$ cat src/include/nvmp_pkg.sv
// shared constants, types and address decoding for the memory protection unit
package nvmp_pkg;

	// register word indexes; byte address is four times the index
	localparam logic [23:0] IDX_ACCESS_NV = 24'h231FFC;
	localparam logic [23:0] IDX_WRITE_NV = 24'h231FFD;
	localparam logic [23:0] IDX_PASSWORD_LO = 24'h231FFE;
	localparam logic [23:0] IDX_PASSWORD_HI = 24'h231FFF;
	localparam logic [23:0] IDX_PSET_CMD = 24'h231FF0;
	localparam logic [23:0] IDX_PSET_STATUS = 24'h231FF1;

	// access_protect_nv fields
	localparam int BIT_RESERVED = 7;
	localparam int BIT_FLASH_ACCESS = 6;
	localparam int BIT_TEST_ACCESS = 5;
	localparam int BIT_EEPROM_ACCESS = 4;
	localparam int BIT_EXT_FETCH = 3;
	localparam int PWT_MSB = 2;

	// write_protect_nv fields
	localparam int BIT_TEST_LOCK = 7;
	localparam int BIT_PASSWORD_OK = 6;
	localparam int BIT_TEST_WRITE = 5;
	localparam int BIT_EEPROM_WRITE = 4;
	localparam int SECTOR_MSB = 3;

	// protected-set command fields
	localparam int CMD_TARGET_LSB = 16;
	localparam logic [1:0] TGT_ACCESS = 2'h0;
	localparam logic [1:0] TGT_WRITE = 2'h1;
	localparam logic [1:0] TGT_PASSWORD = 2'h2;

	// delivery values of the stored copies, forced values of the working copies
	localparam logic [7:0] NV_DELIVERY = 8'hFF;
	localparam logic [7:0] ACCESS_FORCED = 8'h80;
	localparam logic [7:0] WRITE_FORCED = 8'h40;
	localparam logic [7:0] PASSWORD_READ = 8'hFF;
	localparam logic [7:0] DMA_REFUSED_DATA = 8'hFF;

	// memory map
	localparam logic [23:0] FLASH_BASE = 24'h000000;
	localparam logic [23:0] FLASH_LAST = 24'h01FFFF;
	localparam int SECTOR_SHIFT = 15;
	localparam logic [23:0] RAM_BASE = 24'h200000;
	localparam logic [23:0] RAM_LAST = 24'h200FFF;
	localparam logic [23:0] EEPROM_BASE = 24'h220000;
	localparam logic [23:0] EEPROM_LAST = 24'h2203FF;
	localparam logic [23:0] TEST_BASE = 24'h230000;
	localparam logic [23:0] TEST_LAST = 24'h231FFF;
	localparam logic [23:0] TEST_CODE_LAST = 24'h231F7F;

	typedef enum logic [2:0]
	{
		RG_FLASH = 3'h0,
		RG_TEST = 3'h1,
		RG_EEPROM = 3'h2,
		RG_RAM = 3'h3,
		RG_EXT = 3'h4
	} nvmp_region_type;

	typedef enum logic [1:0]
	{
		ST_HOLD = 2'h0,
		ST_LOAD = 2'h1,
		ST_RUN = 2'h2
	} nvmp_state_type;

	// operand access request from core or dma
	typedef struct packed
	{
		logic valid;
		logic write;
		logic dma;
		logic [23:0] addr;
	} nvmp_acc_req_type;

	// registered answer to an access request
	typedef struct packed
	{
		logic done;
		logic grant;
		logic force_ff;
	} nvmp_acc_resp_type;

	// map an address to the memory holding it
	function automatic nvmp_region_type nvmp_region(input logic [23:0] a);
		nvmp_region_type r;
		r = RG_EXT;
		if (a <= FLASH_LAST)
			r = RG_FLASH;
		else if (a >= RAM_BASE && a <= RAM_LAST)
			r = RG_RAM;
		else if (a >= EEPROM_BASE && a <= EEPROM_LAST)
			r = RG_EEPROM;
		else if (a >= TEST_BASE && a <= TEST_LAST)
			r = RG_TEST;
		return r;
	endfunction : nvmp_region

endpackage : nvmp_pkg

$ cat src/design/nvmp_unit.sv
// non-volatile memory protection unit with password test-mode lock
`timescale 1ns/1ps

module nvmp_unit
	import nvmp_pkg::*;
#(
	parameter bit ACCESS_TEMP_ALLOWED = 1'b1
)
(
	input wire logic clk_i, // system clock
	input wire logic rst_i, // synchronous reset, active high
	input wire logic por_i, // power-on clear of stored values
	input wire logic test_mode_i, // device is in test or programming mode
	input wire logic [23:0] fetch_addr_i, // address of the running instruction
	input wire logic [25:0] wb_adr_i, // wishbone byte address
	input wire logic [31:0] wb_dat_i, // wishbone write data
	input wire logic [3:0] wb_sel_i, // wishbone byte selects
	input wire logic wb_we_i, // wishbone write
	input wire logic wb_cyc_i, // wishbone cycle
	input wire logic wb_stb_i, // wishbone strobe
	output logic [31:0] wb_dat_o, // wishbone read data
	output logic wb_ack_o, // wishbone acknowledge
	input wire nvmp_acc_req_type acc_req_i, // operand access request
	output nvmp_acc_resp_type acc_resp_o, // access verdict
	output logic test_enable_o // test modes usable
);

	// stored and working copies
	logic [7:0] nv_access;
	logic [7:0] nv_write;
	logic [7:0] nv_pw_lo;
	logic [7:0] nv_pw_hi;
	logic [7:0] access_guard;
	logic [7:0] write_guard;
	logic [1:0] pset_status;
	nvmp_state_type state;
	nvmp_state_type next_state;

	// bus decode
	logic [23:0] word_idx;
	logic bus_req;
	logic bus_wr;
	nvmp_region_type fetch_rg;
	logic pset_ok;
	logic [1:0] pset_tgt;
	logic [7:0] pset_lo;
	logic [7:0] pset_hi;
	logic pset_cmd;
	logic direct_access_wr;
	logic test_bypass;
	logic password_match;

	assign word_idx = wb_adr_i[25:2];
	assign bus_req = wb_cyc_i & wb_stb_i & ~wb_ack_o;
	assign bus_wr = bus_req & wb_we_i & wb_sel_i[0] & (state == ST_RUN);
	assign fetch_rg = nvmp_region(fetch_addr_i);
	assign pset_ok = (fetch_rg != RG_FLASH) && (fetch_rg != RG_TEST);
	assign pset_cmd = bus_wr && (word_idx == IDX_PSET_CMD);
	assign pset_tgt = wb_dat_i[CMD_TARGET_LSB+1:CMD_TARGET_LSB];
	assign pset_lo = wb_dat_i[7:0];
	assign pset_hi = wb_dat_i[15:8];
	assign direct_access_wr = bus_wr && (word_idx == IDX_ACCESS_NV);
	assign password_match = (pset_lo == nv_pw_lo) && (pset_hi == nv_pw_hi);

	// protections bypassed only while test mode is unlocked
	assign test_bypass = test_mode_i & test_enable_o;

	// initialisation sequence after reset
	always_comb
	begin
		case (state)
			ST_HOLD: next_state = ST_LOAD;
			ST_LOAD: next_state = ST_RUN;
			ST_RUN: next_state = ST_RUN;
			default: next_state = ST_HOLD;
		endcase
	end

	always_ff @(posedge clk_i)
	begin
		if (rst_i)
			state <= ST_HOLD;
		else
			state <= next_state;
	end

	// stored values, survive rst_i; programming only clears bits
	always_ff @(posedge clk_i)
	begin
		if (por_i)
		begin
			nv_access <= NV_DELIVERY;
			nv_write <= NV_DELIVERY;
			nv_pw_lo <= NV_DELIVERY;
			nv_pw_hi <= NV_DELIVERY;
		end
		else if (pset_cmd && pset_ok)
		begin
			case (pset_tgt)
				TGT_ACCESS:
				begin
					// zeros program guards; attempt bits untouched here
					nv_access[7:PWT_MSB+1] <= nv_access[7:PWT_MSB+1] & pset_lo[7:PWT_MSB+1];
				end
				TGT_WRITE:
				begin
					// read-only lock and ok bits cannot be written
					nv_write[BIT_TEST_WRITE:0] <= nv_write[BIT_TEST_WRITE:0]
						& pset_lo[BIT_TEST_WRITE:0];
				end
				TGT_PASSWORD:
				begin
					if (nv_write[BIT_TEST_LOCK])
					begin
						nv_pw_lo <= pset_lo;
						nv_pw_hi <= pset_hi;
						nv_write[BIT_TEST_LOCK] <= 1'b0;
					end
					else if (|nv_access[PWT_MSB:0])
					begin
						if (password_match)
							nv_write[BIT_PASSWORD_OK] <= 1'b0;
						else
							nv_access[PWT_MSB:0] <= {1'b0, nv_access[PWT_MSB:1]};
					end
				end
				default:
				begin
					nv_access <= nv_access;
				end
			endcase
		end
	end

	// working access guards: forced, loaded, then lifted or restored
	always_ff @(posedge clk_i)
	begin
		if (rst_i || state == ST_HOLD)
			access_guard <= ACCESS_FORCED;
		else if (state == ST_LOAD)
			access_guard <= nv_access;
		else if (pset_cmd && pset_ok && pset_tgt == TGT_ACCESS)
		begin
			// zeros restore guards everywhere
			access_guard[BIT_FLASH_ACCESS:BIT_EXT_FETCH] <=
				access_guard[BIT_FLASH_ACCESS:BIT_EXT_FETCH]
				& pset_lo[BIT_FLASH_ACCESS:BIT_EXT_FETCH];
			if (ACCESS_TEMP_ALLOWED && pset_lo[BIT_EXT_FETCH]
				&& (fetch_rg == RG_EEPROM || fetch_rg == RG_RAM))
				access_guard[BIT_EXT_FETCH] <= 1'b1;
			if (ACCESS_TEMP_ALLOWED && pset_lo[BIT_EEPROM_ACCESS]
				&& fetch_rg == RG_EEPROM)
				access_guard[BIT_EEPROM_ACCESS] <= 1'b1;
		end
		else if (pset_cmd && pset_ok && pset_tgt == TGT_PASSWORD
			&& !nv_write[BIT_TEST_LOCK] && !password_match && (|access_guard[PWT_MSB:0]))
			access_guard[PWT_MSB:0] <= {1'b0, access_guard[PWT_MSB:1]};
		else if (direct_access_wr && ACCESS_TEMP_ALLOWED)
		begin
			if (wb_dat_i[BIT_FLASH_ACCESS] && fetch_rg == RG_FLASH)
				access_guard[BIT_FLASH_ACCESS] <= 1'b1;
			if (wb_dat_i[BIT_TEST_ACCESS] && fetch_rg == RG_TEST)
				access_guard[BIT_TEST_ACCESS] <= 1'b1;
		end
	end

	// working write guards and test lock state
	always_ff @(posedge clk_i)
	begin
		if (rst_i || state == ST_HOLD)
			write_guard <= WRITE_FORCED;
		else if (state == ST_LOAD)
			write_guard <= nv_write;
		else if (pset_cmd && pset_ok && pset_tgt == TGT_WRITE)
		begin
			// test area guard only ever clears
			write_guard[BIT_TEST_WRITE] <= write_guard[BIT_TEST_WRITE]
				& pset_lo[BIT_TEST_WRITE];
			write_guard[BIT_EEPROM_WRITE] <= pset_lo[BIT_EEPROM_WRITE];
			write_guard[SECTOR_MSB:0] <= pset_lo[SECTOR_MSB:0];
		end
		else if (pset_cmd && pset_ok && pset_tgt == TGT_PASSWORD)
		begin
			if (write_guard[BIT_TEST_LOCK])
				write_guard[BIT_TEST_LOCK] <= 1'b0;
			else if (password_match && (|access_guard[PWT_MSB:0]))
				write_guard[BIT_PASSWORD_OK] <= 1'b0;
		end
	end

	// test modes usable while attempts remain and the password is either not yet set or accepted
	always_ff @(posedge clk_i)
	begin
		if (rst_i)
			test_enable_o <= 1'b0;
		else
			test_enable_o <= (state == ST_RUN) && (|access_guard[PWT_MSB:0])
				&& (write_guard[BIT_TEST_LOCK] || !write_guard[BIT_PASSWORD_OK]);
	end

	// outcome of the last protected-set command
	always_ff @(posedge clk_i)
	begin
		if (rst_i)
			pset_status <= 2'h0;
		else if (pset_cmd)
			pset_status <= {!pset_ok, pset_ok};
	end

	// wishbone answer one cycle after the strobe
	always_ff @(posedge clk_i)
	begin
		if (rst_i)
			wb_ack_o <= 1'b0;
		else
			wb_ack_o <= bus_req;
	end

	always_ff @(posedge clk_i)
	begin
		if (rst_i)
			wb_dat_o <= 32'h00000000;
		else if (bus_req && !wb_we_i)
		begin
			case (word_idx)
				IDX_ACCESS_NV: wb_dat_o <= {24'h000000, access_guard | ACCESS_FORCED};
				IDX_WRITE_NV: wb_dat_o <= {24'h000000, write_guard};
				IDX_PASSWORD_LO: wb_dat_o <= {24'h000000, PASSWORD_READ};
				IDX_PASSWORD_HI: wb_dat_o <= {24'h000000, PASSWORD_READ};
				IDX_PSET_STATUS: wb_dat_o <= {30'h00000000, pset_status};
				default: wb_dat_o <= 32'h00000000;
			endcase
		end
	end

	// access verdict
	nvmp_region_type tgt_rg;
	logic deny;
	logic [1:0] sector;

	assign tgt_rg = nvmp_region(acc_req_i.addr);
	assign sector = acc_req_i.addr[SECTOR_SHIFT+1:SECTOR_SHIFT];

	always_comb
	begin
		deny = 1'b0;
		// dma has no fetch source: flash, test and eeprom guards refuse it
		if (acc_req_i.dma)
		begin
			if ((tgt_rg == RG_FLASH && !access_guard[BIT_FLASH_ACCESS])
				|| (tgt_rg == RG_TEST && !access_guard[BIT_TEST_ACCESS])
				|| (tgt_rg == RG_EEPROM && !access_guard[BIT_EEPROM_ACCESS]))
				deny = 1'b1;
		end
		else
		begin
			if (fetch_rg == RG_EXT && tgt_rg != RG_EXT && !access_guard[BIT_EXT_FETCH])
				deny = 1'b1;
			if (tgt_rg == RG_FLASH && !access_guard[BIT_FLASH_ACCESS]
				&& fetch_rg != RG_FLASH && fetch_rg != RG_TEST)
				deny = 1'b1;
			if (tgt_rg == RG_TEST && !access_guard[BIT_TEST_ACCESS] && fetch_rg != RG_TEST)
				deny = 1'b1;
			if (tgt_rg == RG_EEPROM && !access_guard[BIT_EEPROM_ACCESS]
				&& fetch_rg != RG_FLASH && fetch_rg != RG_TEST && fetch_rg != RG_EEPROM)
				deny = 1'b1;
		end
		if (acc_req_i.write)
		begin
			if (tgt_rg == RG_TEST && (!write_guard[BIT_TEST_WRITE]
				|| acc_req_i.addr <= TEST_CODE_LAST))
				deny = 1'b1;
			if (tgt_rg == RG_EEPROM && !write_guard[BIT_EEPROM_WRITE])
				deny = 1'b1;
			if (tgt_rg == RG_FLASH && !write_guard[sector])
				deny = 1'b1;
		end
		if (test_bypass)
			deny = 1'b0;
		if (state != ST_RUN)
			deny = 1'b1;
	end

	always_ff @(posedge clk_i)
	begin
		if (rst_i)
			acc_resp_o <= '0;
		else
		begin
			acc_resp_o.done <= acc_req_i.valid;
			acc_resp_o.grant <= acc_req_i.valid & ~deny;
			acc_resp_o.force_ff <= acc_req_i.valid & deny & acc_req_i.dma
				& ~acc_req_i.write;
		end
	end

endmodule : nvmp_unit

$ cat config.mk
export PLATFORM = sky130hd
export DESIGN_NAME = nvmp_unit
export DESIGN_NICKNAME = d
export VERILOG_FILES = /design/src/include/nvmp_pkg.sv /design/src/design/nvmp_unit.sv
export SDC_FILE = /design/constraint.sdc
export NUM_CORES = 1
export LEC_CHECK = 0
export ABC_CLOCK_PERIOD_IN_PS = 2800
export BUFFER_PORTS_ARGS = -buffer_cell sky130_fd_sc_hd__buf_4
export CORE_UTILIZATION = 42
export CTS_CLUSTER_SIZE = 16
export DETAILED_ROUTE_END_ITERATION = 8
export PLACE_DENSITY = 0.73
export SKIP_LAST_GASP = 1
export SLEW_MARGIN = 20
export SYNTH_ARGS = -nofsm -noshare
export SYNTH_HDL_FRONTEND = slang
export SYNTH_SLANG_ARGS = --single-unit
export TNS_END_PERCENT = 100
$ cat constraint.sdc
create_clock -name clk_i -period 2.8 [get_ports clk_i]
set_clock_uncertainty 0.1 [all_clocks]
set_input_delay 0.28 -clock clk_i [delete_from_list [all_inputs] [get_ports clk_i]]
set_output_delay 0.28 -clock clk_i [all_outputs]
set_load 0.01 [all_outputs]
==> flow_summary.ini, run 1 <==
[clock_tree]
numCtsBuffers = 9
ctsHoldBuffers = 0
clkTransAtPathRegs_ps = 80
cts_resized = 0
insertion_delay_ps = 340
cts_root_buffer = clkbuf_8
cts_sinks = 63
clockBufferDepth = 2
cts_setup_buffers = 0
cts_tree = built
h-tree-depth = 3

[logic_synthesis]
ys_ff_latch = 63
synth_flop_cell = dfxtp_1
synth_edf_count = 0
ys_types = 60
synth.area.top_cells = dfxtp_1 (36%), buf_4 (5.4%), a211o_1 (4.8%)
syn_inst = 390
netlist.area_leader.share_pct = 36.4
ys.warnings.count = 0
yosys-top-cells-count = dfxtp_1 (63), nand2_1 (27), buf_4 (25)
syn_area_sq_um = 3470
yosysMostFrequentCell = dfxtp_1
yosys.area.top_type = dfxtp_1
ys_async_sr_fraction_pct = 0
ys_seq_area_share_pct = 36.4
synth.avg_cell_area_sq_um = 8.89

[placement]
hpwl_um = 7030
gp_congestion = 0.834
io_buffers = 96
place_ws_ps = 323

[finish]
nets = 604
n_antenna_cell = 0
area_growth_pct = 25.4
drive_above_1_share_pct = 27.2

[floorplanning]
die_w_um = 92.9
core.rowCount = 32
initial_core_util_pct = 44.2
die_area_sq_um = 8620
coreArea_sq_um = 7850
io_pins = 157
die_y_um = 92.9

[sta]
hold_viol = 0
maxSlewViolCount = 0
finalSetupViolations = 0
fmax_mhz = 403
setup_ws_ps = 321
fin_tns_setup_ps = 0
max_slew_margin_pct = 56.0
fin_hold_ws_ps = 54.5
tightest_slew_ps = 658
period_needed_ps = 2480
fin_crit_sh_pct = 88.5
rsz0062_at_grt = false

[drt]
firstDrtPassIters = 6
vias = 3167
drt_iter0_markers = 100
drc_errors = 0
drtAntennaViolNets = 0
wire_per_inst_um = 15.2
via_per_inst = 5.39
routed_wirelength_um = 8950

[worst_setup_path]
crit_path_start_kind = flip-flop
worstPathMaxFanout = 9
worstPathRequired_ps = 2920
criticalPathCategory = flip-flop to flip-flop
reg2reg_setup_slack_ps = 320
crit_path_end_kind = flip-flop
crit_start = state[0]
timing.rr.start = state[0]
arrival_ps = 2600

[power]
power.static_leakage_uw = 0.00174
design_power_total_uw = 2110
peakVddDrop_v = 0.000363
powerDensity_nw_per_um2 = 485

[global_routing]
gr-usage-all-layers_pct = 21.2
antenna_found_initial = 0
grt_max_degree = 33
grt_pass1_vias = 3067
grt-ovfl-total = 0
grt_pass1_wl_um = 14300

[hold_path]
hp-start = wb_dat_i[10]
hold_path.class = primary input to flip-flop

[status]
status = finished, final reports clean

[run]
drv_cap = 0
report_power, final:
group	leakage [uW]	internal, uW	total, uW	switching [uW]
combinational	0.00112	162	340	178
clock	0.000105	458	814	356
sequential	0.000511	927	954	27.4
total	0.00174	1550	2110	561
flip-flops by register name, summed over array words and instances (netlist names):
name	count
test_enable_o	1
nv_access	7
access_guard	7
write_guard	8
acc_resp_o	3
wb_ack_o	1
nv_pw_lo	8
wb_dat_o	8
nv_write	8
nv_pw_hi	8
state	2
pset_status	2
layout by cell type (no fill, tap or decap), drive strengths merged, types with 4 or more instances in the layout:
cell / count
nor2b: 21
and4: 5
a21oi: 21
dfxtp: 63
mux2: 5
inv: 10
buf: 97
nor3: 10
a211o: 19
mux2i: 6
nor4: 6
nand2: 27
nand3: 7
o211ai: 7
or3: 4
nor4b: 4
xnor2: 16
nand2b: 13
nor2: 16
conb: 24
nand4: 7
or4: 4
clkbuf: 11
o21ai: 25
and3: 4
final timing paths:
path                      to  cells past startpoint
max reg2reg  access_guard[0]                      7
min reg2reg      wb_dat_o[2]                      2
min              nv_pw_hi[2]                      2
max          access_guard[0]                      7
layout make-up:
class                           count  area [sq um]
Clock buffer                       11           151
Clock inverter                      5          56.3
Fill cell                         726          3500
Inverter                           10          37.5
Multi-Input combinational cell    300          1980
Sequential cell                    63          1260
Tap cell                          102           128
Timing Repair Buffer               97           728
cells by family after synthesis:
| family | count (synthesis) | share of synthesized area [%] |
|---|---|---|
| compound gates | 98 | 19.8 |
| xor+xnor | 16 | 4.04 |
| fa+ha+maj | 3 | 1.08 |
| buf+inv | 50 | 8.88 |
| flops | 63 | 36.4 |
| mux | 12 | 4.01 |
| other cells | 1 | 0.108 |
| simple gates | 147 | 25.7 |
worst max-delay path, cell delays in order (launching register included):
cell and delay [ps]:
dfxtp_1 310, inv_1 70, ha_1 220, and4bb_1 270, and4b_1 260, o2111ai_2 230
or3_1 550, a311o_1 350
metal layers:
| layer | vias up | part of all wire (%) | track usage, % |
|---|---|---|---|
| met5 | - | 0 | 0 |
| met4 | 0 | 1.2 | 4.62 |
| met3 | 9 | 6.6 | 6.49 |
| met2 | 124 | 50 | 37.5 |
| met1 | 1470 | 42 | 25.1 |
| li1 | 1564 | - | - |
metrics by stage:
step                std cells  cell area (sq um)  util [%]
floorplan                 413               3550         -
global placement          572               4140      52.7
detailed placement        572               4140      52.7
CTS                       588               4350      55.4
global route              588               4350      55.4
finish                    588               4350      55.4
No activity file was read; power rests on OpenSTA's default activity.
==> run 2, diff against run 1 <==
- MAX_ROUTING_LAYER: unset -> met4
==> flow_summary.ini, run 2 (synthesis results as in run 1) <==
[power]
peakVddDrop_v = 0.000388
power.static_leakage_uw = 0.00172
powerDensity_nw_per_um2 = 466

[placement]
dp.cells = 572
gp_congestion = 0.866
hpwl_um = 6990
io_buffers = 96

[global_routing]
grt_max_degree = 33
antenna_found_initial = 0
grt-ovfl-total = 0
grt.busiest_layer = met2
grt_pass1_vias = 3014
use_met1_pct = 25.1
use_met3_pct = 5.83
gr-usage-all-layers_pct = 21.7
grt_pass1_wl_um = 14200
use_met2_pct = 37.4

[drt]
firstDrtPassIters = 4
via_per_inst = 5.41
drc_errors = 0
wire_per_inst_um = 15.1
routed_wirelength_um = 8890
vias = 3179
drtAntennaViolNets = 0
drt_iter0_markers = 109

[run]
drv_cap = 0

[clock_tree]
cts_resized = 0
h-tree-depth = 3
cts_root_buffer = clkbuf_8
ctsHoldBuffers = 0
numCtsBuffers = 9
cts_tree = built
cts_setup_buffers = 0
clockBufferDepth = 2
cts_sinks = 63
insertion_delay_ps = 340
clkTransAtPathRegs_ps = 70

[worst_setup_path]
crit_path_end_kind = flip-flop
crit_path_start_kind = flip-flop
worstPathRequired_ps = 2930
worstPathMaxFanout = 9
arrival_ps = 2630
criticalPathCategory = flip-flop to flip-flop

[floorplanning]
die_area_sq_um = 8620
io_pins = 157
coreArea_sq_um = 7850
initial_core_util_pct = 44.2
die_w_um = 92.9
core.rowCount = 32
die_y_um = 92.9

[finish]
mostFrequentLayoutCell = buf_4
area_growth_pct = 24.6
fin_cells = 588
nFillCells = 723
drive_above_1_share_pct = 27.2
n_antenna_cell = 0
final_cell_mix = buf_4 (97), dfxtp_1 (63), nand2_1 (27), conb_1 (24)
nets = 604

[sta]
finalSetupViolations = 0
fmax_mhz = 399
maxSlewViolCount = 0
tightest_slew_ps = 615
rsz0062_at_grt = false
max_slew_margin_pct = 58.9
fin_crit_sh_pct = 89.4
period_needed_ps = 2500
fin_tns_setup_ps = 0
hold_viol = 0

[status]
status = finished, final reports clean

[hold_path]
hold_path.class = primary input to flip-flop
==> run 2: path summary, 6_finish.rpt <==
| path | from | end | slack, ps | depth (start not counted) |
|---|---|---|---|---|
| setup reg to reg | state[0] | access_guard[0] | 300 | 7 |
| hold / removal | wb_dat_i[10] | nv_pw_hi[2] | 50 | 2 |
| hold reg to reg | wb_dat_o[2] | wb_dat_o[2] | 350 | 2 |
| setup / recovery | state[0] | access_guard[0] | 300 | 7 |
==> run 2: worst max-delay path, stage by stage (launching register included) <==
cell and delay [ps]:
dfxtp_1 310, inv_1 70, ha_1 220, and4bb_1 290
and4b_1 260, o2111ai_2 220, or3_1 560, a311o_1 360
==> run 2: per-layer routing <==
metal	vias up	routed length [um]
met1	1477	3810
met4	0	106
met5	-	0
met2	130	4390
li1	1562	-
met3	10	579
==> run 2: layout make-up <==
cell class / count / area [sq um] / share of cell area [%]
Clock inverter: 6 / 45.0 / 1.04
Multi-Input combinational cell: 300 / 1980 / 45.9
Timing Repair Buffer: 97 / 728 / 16.9
Clock buffer: 10 / 138 / 3.18
Sequential cell: 63 / 1260 / 29.2
Tap cell: 102 / 128 / 2.95
Inverter: 10 / 37.5 / 0.869
==> run 2: through the flow <==
step	setup slack [ps]	power [uW]	util (%)	hold WS, ps	instance area (sq um)
floorplan	648	1170	-	252	3550
global placement	352	1310	52.7	342	4140
detailed placement	334	1310	52.7	347	4140
CTS	312	2030	55.1	35.2	4320
global route	198	2120	55.1	38.5	4320
finish	296	2010	55.1	50.6	4320
==> run 2: where the power goes <==
part	switching (uW)	internal, uW	total, uW
Sequential	27.5	927	954
Clock	374	348	721
Combinational	176	162	338
